<file path="config.mk">
export PLATFORM = sky130hd
export DESIGN_NAME = strap_latch_boot_config
export DESIGN_NICKNAME = d
export VERILOG_FILES = /design/src/pkg/strap_latch_pkg.sv /design/src/strap_latch_boot_config.sv /design/src/strap_pin_sync.sv
export VERILOG_INCLUDE_DIRS = /design/src /design/src/pkg
export SDC_FILE = /design/constraint.sdc
export NUM_CORES = 1
export LEC_CHECK = 0
export ABC_CLOCK_PERIOD_IN_PS = 5000
export BUFFER_PORTS_ARGS = -buffer_cell sky130_fd_sc_hd__buf_2
export CAP_MARGIN = 20
export CORE_ASPECT_RATIO = 1.25
export CORE_UTILIZATION = 50
export CTS_CLUSTER_SIZE = 20
export DETAILED_ROUTE_END_ITERATION = 6
export PLACE_DENSITY_LB_ADDON = 0.12
export SYNTH_ARGS = -nofsm -noshare
export SYNTH_HDL_FRONTEND = slang
export SYNTH_HIERARCHICAL = 1
export SYNTH_SLANG_ARGS = --single-unit
</file>
<file path="constraint.sdc">
create_clock -name clk_sys -period 5 [get_ports clk_sys]
set_input_delay 1 -clock clk_sys [delete_from_list [all_inputs] [get_ports clk_sys]]
set_output_delay 1 -clock clk_sys [all_outputs]
set_load 0.03 [all_outputs]
</file>
<file path="src/pkg/strap_latch_regs.svh">
// constants for the strap latch and boot configuration block
//
// How it works
// - power pin held high keeps the device active and powered.
// - power pin low powers down; releasing it high restarts power-up.
// - each strap level is captured into its own latch at every reset.
// - latches keep their value until the device powers down.
// - only reset-time sampling changes latches; writes and pin activity cannot.
// - after capture the strap pins return to general-purpose IO use.
// - weak pull-up on the second boot strap during reset; floating reads 1.
// - sample only after the power pin rises; release pins after a hold time.
// - boot mode from both boot straps; second strap 1 means flash boot.
// - first strap 1 with second strap 0 selects combined download boot.
// - flash boot loads and runs the program from serial flash.
// - sample-edge strap 0 samples on falling edge, 1 on rising edge.
// - drive-edge strap 0 launches on falling edge, 1 on rising edge.
// - first boot strap also feeds the boot message print decision.
// - a separate strap selects the early-boot debug signal source.
// - print fuse 00 prints, 01 prints on strap 0, 10 on strap 1, 11 never.
// - fuses clear and select set: debug strap 0 gives pads, 1 gives USB.
`ifndef STRAP_LATCH_REGS_SVH
`define STRAP_LATCH_REGS_SVH

// ----------------------------------------------------------------
// register byte offsets
// ----------------------------------------------------------------
`define REG_STATUS        4'h0
`define REG_LATCHED       4'h4
`define REG_PIN_LEVEL     4'h8
`define REG_GPIO_OUT      4'hC

// ----------------------------------------------------------------
// strap bit positions
// ----------------------------------------------------------------
`define STRAP_BOOT_FIRST  0
`define STRAP_BOOT_SECOND 1
`define STRAP_SAMPLE_EDGE 2
`define STRAP_DRIVE_EDGE  3
`define STRAP_DEBUG_SRC   4
`define STRAP_COUNT       5

// ----------------------------------------------------------------
// status register fields
// ----------------------------------------------------------------
`define ST_ACTIVE_BIT     0
`define ST_VALID_BIT      1
`define ST_BOOT_LSB       2
`define ST_SAMPLE_BIT     4
`define ST_DRIVE_BIT      5
`define ST_PRINT_BIT      6
`define ST_DEBUG_LSB      7

// ----------------------------------------------------------------
// reset values
// ----------------------------------------------------------------
`define LATCH_RESET       5'h00
`define GPIO_OUT_RESET    5'h00
`define GPIO_OE_LSB       8
`define GPIO_OE_RESET     5'h00

// ----------------------------------------------------------------
// timing
// ----------------------------------------------------------------
`define CLK_KHZ           20000
`define STRAP_HOLD_MS     1
`define STRAP_HOLD_CYC    (`STRAP_HOLD_MS * `CLK_KHZ)

`endif

</file>
<file path="src/pkg/strap_latch_pkg.sv">
// types shared by the strap latch and boot configuration block
package strap_latch_pkg;

	typedef enum logic [1:0] {
		BOOT_UNDEFINED,
		BOOT_FLASH,
		BOOT_DOWNLOAD
	} bootMode_t;

	typedef enum logic [1:0] {
		DBG_PADS,
		DBG_USB,
		DBG_OFF
	} debugSource_t;

	typedef enum logic [1:0] {
		PWR_OFF,
		PWR_HOLD,
		PWR_RUN
	} pwrState_t;

	typedef logic [4:0] strapVec_t;

endpackage

</file>
<file path="src/strap_latch_boot_config.sv">
// strap latching, boot configuration decode and register slave
//
// Chosen here: the address map and register access over AXI4-Lite.
`timescale 1ns/1ps
`default_nettype none
`include "strap_latch_regs.svh"
module strap_latch_boot_config
	import strap_latch_pkg::*;
#(
	parameter logic [15:0] HOLD_CYCLES = 16'(`STRAP_HOLD_CYC)
) (
	// clock, reset, enable
	input  wire logic         clk_sys,
	input  wire logic         rst,
	input  wire logic         clkEn,
	// power-up pin
	input  wire logic         powerUpEnablePin,
	// strap pins: first, second, sample edge, drive edge, debug
	input  wire logic [4:0]   strapPinIn,
	output var  logic [4:0]   strapPinOut,
	output var  logic [4:0]   strapPinOe,
	output var  logic         bootStrapSecondPullUp,
	// fuses, same clock domain
	input  wire logic [1:0]   bootPrintFuse,
	input  wire logic         padDebugDisableFuse,
	input  wire logic         usbDebugDisableFuse,
	input  wire logic         debugSourceSelectFuse,
	// decoded configuration
	output var  logic         deviceActive,
	output var  logic         configValid,
	output var  bootMode_t    bootMode,
	output var  logic         sdioSampleRise,
	output var  logic         sdioDriveRise,
	output var  logic         bootPrintEnable,
	output var  debugSource_t debugSource,
	// AXI4-Lite write
	input  wire logic [3:0]   awaddr,
	input  wire logic         awvalid,
	output var  logic         awready,
	input  wire logic [31:0]  wdata,
	input  wire logic [3:0]   wstrb,
	input  wire logic         wvalid,
	output var  logic         wready,
	output var  logic [1:0]   bresp,
	output var  logic         bvalid,
	input  wire logic         bready,
	// AXI4-Lite read
	input  wire logic [3:0]   araddr,
	input  wire logic         arvalid,
	output var  logic         arready,
	output var  logic [31:0]  rdata,
	output var  logic [1:0]   rresp,
	output var  logic         rvalid,
	input  wire logic         rready
);

	// ----------------------------------------------------------------
	// decode functions
	// ----------------------------------------------------------------
	function automatic bootMode_t decodeBoot(input strapVec_t s);
		if (s[`STRAP_BOOT_SECOND])
			decodeBoot = BOOT_FLASH;
		else if (s[`STRAP_BOOT_FIRST])
			decodeBoot = BOOT_DOWNLOAD;
		else
			decodeBoot = BOOT_UNDEFINED;
	endfunction

	function automatic logic decodePrint(input logic [1:0] f, input logic first);
		case (f)
			2'h0: decodePrint = 1'b1;
			2'h1: decodePrint = !first;
			2'h2: decodePrint = first;
			default: decodePrint = 1'b0;
		endcase
	endfunction

	function automatic debugSource_t decodeDebug(input logic padDis, input logic usbDis,
		input logic sel, input logic strap);
		if (padDis && usbDis)
			decodeDebug = DBG_OFF;
		else if (padDis)
			decodeDebug = DBG_USB;
		else if (usbDis)
			decodeDebug = DBG_PADS;
		else if (sel && !strap)
			decodeDebug = DBG_PADS;
		else
			decodeDebug = DBG_USB;
	endfunction

	function automatic logic isAddr(input logic [3:0] a, input logic [3:0] r);
		isAddr = (a == r);
	endfunction

	// ----------------------------------------------------------------
	// pin synchroniser
	// ----------------------------------------------------------------
	logic [5:0] pinSync;
	logic       powerSync;
	strapVec_t  strapSync;

	strap_pin_sync u_sync (
		.clk_sys  (clk_sys),
		.rst      (rst),
		.clkEn    (clkEn),
		.pinAsync ({powerUpEnablePin, strapPinIn}),
		.pinSync  (pinSync)
	);

	assign powerSync = pinSync[5];
	assign strapSync = pinSync[4:0];

	// ----------------------------------------------------------------
	// power sequencing and strap capture
	// ----------------------------------------------------------------
	pwrState_t    state_q;
	pwrState_t    state_d;
	logic [15:0]  holdCnt_q;
	logic [15:0]  holdCnt_d;
	strapVec_t    latched_q;
	strapVec_t    latched_d;
	logic         valid_q;
	logic         valid_d;
	bootMode_t    boot_q;
	bootMode_t    boot_d;
	logic         sample_q;
	logic         sample_d;
	logic         drive_q;
	logic         drive_d;
	logic         print_q;
	logic         print_d;
	debugSource_t dbg_q;
	debugSource_t dbg_d;
	logic         active_q;
	logic         active_d;
	logic         pullUp_q;
	logic         pullUp_d;

	always_comb begin
		state_d   = state_q;
		holdCnt_d = holdCnt_q;
		latched_d = latched_q;
		valid_d   = valid_q;
		boot_d    = boot_q;
		sample_d  = sample_q;
		drive_d   = drive_q;
		print_d   = print_q;
		dbg_d     = dbg_q;
		if (clkEn) begin
			case (state_q)
				PWR_OFF: begin
					holdCnt_d = 16'h0000;
					if (powerSync)
						state_d = PWR_HOLD;
				end
				PWR_HOLD: begin
					if (!powerSync) begin
						state_d = PWR_OFF;
					end else if (holdCnt_q == HOLD_CYCLES - 16'h0001) begin
						// straps must stand still through the whole hold
						state_d   = PWR_RUN;
						latched_d = strapSync;
						valid_d   = 1'b1;
						boot_d    = decodeBoot(strapSync);
						sample_d  = strapSync[`STRAP_SAMPLE_EDGE];
						drive_d   = strapSync[`STRAP_DRIVE_EDGE];
						print_d   = decodePrint(bootPrintFuse,
							strapSync[`STRAP_BOOT_FIRST]);
						dbg_d     = decodeDebug(padDebugDisableFuse, usbDebugDisableFuse,
							debugSourceSelectFuse, strapSync[`STRAP_DEBUG_SRC]);
					end else begin
						holdCnt_d = holdCnt_q + 16'h0001;
					end
				end
				PWR_RUN: begin
					// latched values only leave on power-down
					if (!powerSync)
						state_d = PWR_OFF;
				end
				default: state_d = PWR_OFF;
			endcase
			if (state_d == PWR_OFF) begin
				latched_d = `LATCH_RESET;
				valid_d   = 1'b0;
				boot_d    = BOOT_UNDEFINED;
				sample_d  = 1'b0;
				drive_d   = 1'b0;
				print_d   = 1'b0;
				dbg_d     = DBG_OFF;
			end
		end
		active_d = (state_d != PWR_OFF);
		pullUp_d = (state_d != PWR_RUN);
	end

	always_ff @(posedge clk_sys or posedge rst) begin
		if (rst) begin
			state_q   <= PWR_OFF;
			holdCnt_q <= 16'h0000;
			latched_q <= `LATCH_RESET;
			valid_q   <= 1'b0;
			boot_q    <= BOOT_UNDEFINED;
			sample_q  <= 1'b0;
			drive_q   <= 1'b0;
			print_q   <= 1'b0;
			dbg_q     <= DBG_OFF;
			active_q  <= 1'b0;
			pullUp_q  <= 1'b1;
		end else begin
			state_q   <= state_d;
			holdCnt_q <= holdCnt_d;
			latched_q <= latched_d;
			valid_q   <= valid_d;
			boot_q    <= boot_d;
			sample_q  <= sample_d;
			drive_q   <= drive_d;
			print_q   <= print_d;
			dbg_q     <= dbg_d;
			active_q  <= active_d;
			pullUp_q  <= pullUp_d;
		end
	end

	// ----------------------------------------------------------------
	// register slave and general-purpose pin drive
	// ----------------------------------------------------------------
	logic        awTaken_q;
	logic        awTaken_d;
	logic [3:0]  awAddr_q;
	logic [3:0]  awAddr_d;
	logic        wTaken_q;
	logic        wTaken_d;
	logic [31:0] wData_q;
	logic [31:0] wData_d;
	logic        wLow_q;
	logic        wLow_d;
	logic        bvalid_q;
	logic        bvalid_d;
	logic [1:0]  bresp_q;
	logic [1:0]  bresp_d;
	logic        rvalid_q;
	logic        rvalid_d;
	logic [31:0] rdata_q;
	logic [31:0] rdata_d;
	logic [1:0]  rresp_q;
	logic [1:0]  rresp_d;
	logic [4:0]  gpioOut_q;
	logic [4:0]  gpioOut_d;
	logic [4:0]  gpioOe_q;
	logic [4:0]  gpioOe_d;
	logic [4:0]  pinOut_q;
	logic [4:0]  pinOut_d;
	logic [4:0]  pinOe_q;
	logic [4:0]  pinOe_d;
	logic [31:0] statusWord;
	logic        awReady_q;
	logic        wReady_q;
	logic        arReady_q;

	always_comb begin
		statusWord = 32'h0000_0000;
		statusWord[`ST_ACTIVE_BIT]              = active_q;
		statusWord[`ST_VALID_BIT]               = valid_q;
		statusWord[`ST_BOOT_LSB +: 2]           = boot_q;
		statusWord[`ST_SAMPLE_BIT]              = sample_q;
		statusWord[`ST_DRIVE_BIT]               = drive_q;
		statusWord[`ST_PRINT_BIT]               = print_q;
		statusWord[`ST_DEBUG_LSB +: 2]          = dbg_q;
	end

	always_comb begin
		awTaken_d = awTaken_q;
		awAddr_d  = awAddr_q;
		wTaken_d  = wTaken_q;
		wData_d   = wData_q;
		wLow_d    = wLow_q;
		bvalid_d  = bvalid_q;
		bresp_d   = bresp_q;
		rvalid_d  = rvalid_q;
		rdata_d   = rdata_q;
		rresp_d   = rresp_q;
		gpioOut_d = gpioOut_q;
		gpioOe_d  = gpioOe_q;
		if (clkEn) begin
			if (awvalid && awReady_q) begin
				awTaken_d = 1'b1;
				awAddr_d  = awaddr;
			end
			if (wvalid && wReady_q) begin
				wTaken_d = 1'b1;
				wData_d  = wdata;
				wLow_d   = wstrb[0] | wstrb[1];
			end
			if (awTaken_q && wTaken_q) begin
				awTaken_d = 1'b0;
				wTaken_d  = 1'b0;
				bvalid_d  = 1'b1;
				bresp_d   = 2'h0;
				// strap latches have no write path at all
				if (isAddr(awAddr_q, `REG_GPIO_OUT)) begin
					if (wLow_q) begin
						gpioOut_d = wData_q[4:0];
						gpioOe_d  = wData_q[`GPIO_OE_LSB +: 5];
					end
				end else if (isAddr(awAddr_q, `REG_STATUS) ||
					isAddr(awAddr_q, `REG_LATCHED) || isAddr(awAddr_q, `REG_PIN_LEVEL)) begin
					bresp_d = 2'h0;
				end else begin
					bresp_d = 2'h2;
				end
			end
			if (bvalid_q && bready)
				bvalid_d = 1'b0;
			if (arvalid && arReady_q) begin
				rvalid_d = 1'b1;
				rresp_d  = 2'h0;
				if (isAddr(araddr, `REG_STATUS)) begin
					rdata_d = statusWord;
				end else if (isAddr(araddr, `REG_LATCHED)) begin
					rdata_d = {27'h0, latched_q};
				end else if (isAddr(araddr, `REG_PIN_LEVEL)) begin
					rdata_d = {27'h0, strapSync};
				end else if (isAddr(araddr, `REG_GPIO_OUT)) begin
					rdata_d = {19'h0, gpioOe_q, 3'h0, gpioOut_q};
				end else begin
					rdata_d = 32'h0000_0000;
					rresp_d = 2'h2;
				end
			end else if (rvalid_q && rready) begin
				rvalid_d = 1'b0;
			end
		end
		// pins stay released until the hold ends, then act as plain IO
		pinOut_d = (state_d == PWR_RUN) ? gpioOut_d : 5'h00;
		pinOe_d  = (state_d == PWR_RUN) ? gpioOe_d : 5'h00;
	end

	always_ff @(posedge clk_sys or posedge rst) begin
		if (rst) begin
			awTaken_q <= 1'b0;
			awAddr_q  <= 4'h0;
			wTaken_q  <= 1'b0;
			wData_q   <= 32'h0000_0000;
			wLow_q    <= 1'b0;
			bvalid_q  <= 1'b0;
			bresp_q   <= 2'h0;
			rvalid_q  <= 1'b0;
			rdata_q   <= 32'h0000_0000;
			rresp_q   <= 2'h0;
			gpioOut_q <= `GPIO_OUT_RESET;
			gpioOe_q  <= `GPIO_OE_RESET;
			pinOut_q  <= 5'h00;
			pinOe_q   <= 5'h00;
		end else begin
			awTaken_q <= awTaken_d;
			awAddr_q  <= awAddr_d;
			wTaken_q  <= wTaken_d;
			wData_q   <= wData_d;
			wLow_q    <= wLow_d;
			bvalid_q  <= bvalid_d;
			bresp_q   <= bresp_d;
			rvalid_q  <= rvalid_d;
			rdata_q   <= rdata_d;
			rresp_q   <= rresp_d;
			gpioOut_q <= gpioOut_d;
			gpioOe_q  <= gpioOe_d;
			pinOut_q  <= pinOut_d;
			pinOe_q   <= pinOe_d;
		end
	end

	// ready is the inverse of a held flag, so it comes from a flip-flop too;
	// the takes above use it, so no beat is taken before ready shows high
	always_ff @(posedge clk_sys or posedge rst) begin
		if (rst) begin
			awReady_q <= 1'b0;
			wReady_q  <= 1'b0;
			arReady_q <= 1'b0;
		end else if (clkEn) begin
			awReady_q <= !awTaken_d && !bvalid_d && !(awvalid && awReady_q && clkEn);
			wReady_q  <= !wTaken_d && !bvalid_d && !(wvalid && wReady_q && clkEn);
			arReady_q <= !rvalid_d && !(arvalid && arReady_q && clkEn);
		end
	end

	assign strapPinOut           = pinOut_q;
	assign strapPinOe            = pinOe_q;
	assign bootStrapSecondPullUp = pullUp_q;
	assign deviceActive          = active_q;
	assign configValid           = valid_q;
	assign bootMode              = boot_q;
	assign sdioSampleRise        = sample_q;
	assign sdioDriveRise         = drive_q;
	assign bootPrintEnable       = print_q;
	assign debugSource           = dbg_q;
	assign awready               = awReady_q;
	assign wready                = wReady_q;
	assign bresp                 = bresp_q;
	assign bvalid                = bvalid_q;
	assign arready               = arReady_q;
	assign rdata                 = rdata_q;
	assign rresp                 = rresp_q;
	assign rvalid                = rvalid_q;
endmodule
`default_nettype wire

</file>
<file path="src/strap_pin_sync.sv">
// two-stage synchroniser for the power pin and the strap pins
`timescale 1ns/1ps
`default_nettype none
module strap_pin_sync (
	// clock and reset
	input  wire logic       clk_sys,
	input  wire logic       rst,
	input  wire logic       clkEn,
	// pins in, synchronised levels out
	input  wire logic [5:0] pinAsync,
	output var  logic [5:0] pinSync
);

	logic [5:0] meta_q;
	logic [5:0] meta_d;
	logic [5:0] sync_q;
	logic [5:0] sync_d;

	always_comb begin
		meta_d = clkEn ? pinAsync : meta_q;
		sync_d = clkEn ? meta_q : sync_q;
	end

	always_ff @(posedge clk_sys or posedge rst) begin
		if (rst) begin
			meta_q <= 6'h00;
			sync_q <= 6'h00;
		end else begin
			meta_q <= meta_d;
			sync_q <= sync_d;
		end
	end

	assign pinSync = sync_q;

endmodule
`default_nettype wire

</file>
==> run metrics <==
status=complete, no violations; Clock Path Buffers=2; Worst Tran Pin Value=806 ps; worst skew pair latency=about 370 ps; RSZ-0062 raised after global routing=false; Peak supply drop=0.239 mV; via/cell ratio=5.20; Worst EP required=between 5000 and 6000 ps; Site Rows=38; Sw Pwr=582 uW; Synth Register Bits=99; Critical Path Max Stage Delay=630 ps; worst path bufs/invs=2; critical path's top delay family=simple AND/OR/NAND/NOR gates; clock slew at reported path FFs=90 ps; Critical-path top delay cell=nor2_1; I/O Buffers=78; Rel. slew slack=0.462; hold path startpoint=rdata[8]; EDFF count, synth=0; Final Setup Violations=0; layout cells sized above 1=0.376; fin nets=approximately 500; total die area=around 0.009 mm2; register area=0.00248 mm2; slack of the critical path=2410 ps; Hold Path Class=flip-flop to flip-flop; setup_tns=0 ps; Flop pwr share=0.534; GP Congestion=0.753; Multi-input gate area=0.00172 mm2; drc violations=0; Worst Hold Depth=2; final worst clock skew=6.25 ps; # IOs=124; antenna violations before repair=0; first-pass GRT wire length=around 14000 um; crit path DAT=2850 ps; Synth area leaders=dfrtp_1 55%, mux2_2 6.9%, buf_4 4.1%; Final period util=0.518; Worst Setup End Kind=flip-flop; CTS buffer count=9; reg-to-reg critical path endpoint=holdCnt_q[7]; switching share of power=0.302; Inserted Diodes=0; Synth Cell Area=0.00443 mm2; CP Cell Sequence=buf_2 -> nand2b_1 -> nor2_1 -> buf_4 -> o2111ai_1 -> xor2_1 -> nor2_1; Combinational Power Share=0.201; LEAKAGE=0.00259 uW; post-synth cell types=52; worst-path fanout max=14; largest net degree at the start of global routing=60; Int Power=around 1300 uW; post-synthesis sequential area ratio=0.560; top-count cell post-synth=dfrtp_1; Final ANT Viol Nets=0; top_reg_cell synth=dfrtp_1; CTS tree=done; final WL=about 8600 um; critical path class=input port to flip-flop; Syn Inst Count=344; setup bufs post-CTS=0; cells on worst reg2reg path=6; initial drt markers=102; vias in the first global route=2749; f_max=roughly 390 MHz; syn avg cell area=between 10 and 15 um2; R2R Setup Slk=2740 ps; Initial Utilization=0.512; largest area contributor in the netlist=dfrtp_1; hold buffer count at cts=0; clk sink count=99; post-CTS sizing=0; r2r startpoint=holdCnt_q[0]; clock network power share=0.265; gr ovfl total=0; WL/cell=15.8 um; Post-synth top cells=97 x dfrtp_1, 27 x mux2_2, 24 x buf_4; total track usage=0.201; drt first pass iters=4; pwr dens=381 mW/mm2; CTS root buf=clkbuf_8; CP startpoint kind=input port; top cell type's share of synthesized area=0.548; FFs w/ async S/R, synth=1.00; Die X=86.2 um; Core ar.=0.00865 mm2; hold path endpoint=rdata[8]; Filler cells=763; Hold Violations, Final=0; depth of the CTS H-tree=3; DP HPWL=6030 um; die height=107 um; Most common cell on crit path=nor2_1; pre-CTS setup slack=2030 ps; maxcap violations=0; Area Overhead vs Synth=14.1%; Slew Limit Fails=0; Levels on crit path=7; crit path time final=2590 ps; routed vias=2851; yosys warns=6
[power by group through the flow]
stage | sequential (uW) | clock [uW] | combinational, uW
2_1_floorplan | 1070 | 0 | 264
3_3_place_gp | 1040 | 0 | 380
3_5_place_dp | 1050 | 0 | 389
4_1_cts | 1030 | 521 | 390
5_1_grt | 1050 | 553 | 425
6_report | 1030 | 510 | 388
[worst min-delay path, cell delays in order, from the launching register on]
cell and delay, ps:
dfrtp_1 350, nand2_1 50, o21ai_0 60
[cell families after synthesis]
group,count (synthesis),synth area share
flip-flops,99,0.560
AND/OR/NAND/NOR,71,0.0932
AO/OA/AOI/OAI,67,0.121
buffers and inverters,50,0.0692
multiplexers,43,0.130
XOR/XNOR,12,0.0237
adder cells (fa/ha/maj),1,0.00282
other,1,0.000846
[metrics by stage]
| stage | util | total power [uW] | cells | area, um2 | hold slack [ps] |
|---|---|---|---|---|---|
| after floorplan | - | 1330 | 364 | 4510 | 442 |
| after global placement | 0.558 | 1420 | 531 | 4830 | 458 |
| after detailed placement | 0.558 | 1430 | 531 | 4830 | 477 |
| after CTS | 0.581 | 1940 | 547 | 5030 | 497 |
| after global routing | 0.585 | 2020 | 548 | 5060 | 522 |
| final | 0.585 | 1930 | 548 | 5060 | 490 |
[sequential cells by signal (all words and copies together) (netlist names), 2 cells and up]
| signal | cells |
|---|---|
| holdCnt_q | 16 |
| rdata | 13 |
| wData_q | 10 |
| u_sync/meta_q | 6 |
| u_sync/pinSync | 6 |
| gpioOe_q | 5 |
| gpioOut_q | 5 |
| latched_q | 5 |
| strapPinOe | 5 |
| strapPinOut | 5 |
| awAddr_q | 4 |
| debugSource | 2 |
| state_q | 2 |
[metal layers]
| metal | track usage | wire, um | up-vias |
|---|---|---|---|
| li1 | - | - | 1342 |
| met1 | 0.275 | 3930 | 1424 |
| met2 | 0.309 | 4160 | 74 |
| met3 | 0.0475 | 395 | 11 |
| met4 | 0.0821 | 154 | 0 |
| met5 | 0 | 0 | - |
[worst max path at each step]
stage / startpoint / to / slack [ps]
after floorplan: rst / arready / 1750
after global placement: clkEn / holdCnt_q[13] / 2080
after detailed placement: clkEn / holdCnt_q[10] / 2030
after CTS: clkEn / holdCnt_q[10] / 2430
after global routing: clkEn / holdCnt_q[10] / 2270
final: clkEn / holdCnt_q[10] / 2410
[placed cells by master (no fill, tap or decap), types with 3 or more instances in the layout]
cell,count
a21oi_1,7
a22o_1,19
a22oi_1,5
and3_1,6
buf_2,78
buf_4,5
clkbuf_8,13
conb_1,21
dfrtp_1,97
inv_1,13
mux2_2,27
mux2_4,10
mux4_2,5
nand2_1,12
nand3_1,8
nand4_1,3
nor2_1,20
nor3_1,3
o2111ai_1,3
o211ai_2,5
o21a_1,9
o21ai_0,6
xor2_1,12
[area by class of cell]
type | count | share of cell area
clock buffer | 14 | 0.0361
sequential | 99 | 0.490
clock inverter | 2 | 0.00322
tap | 120 | 0.0297
multi-input combinational | 215 | 0.340
inverter | 14 | 0.0106
timing repair buffer | 84 | 0.0900
No activity file was read; power rests on OpenSTA's default activity.
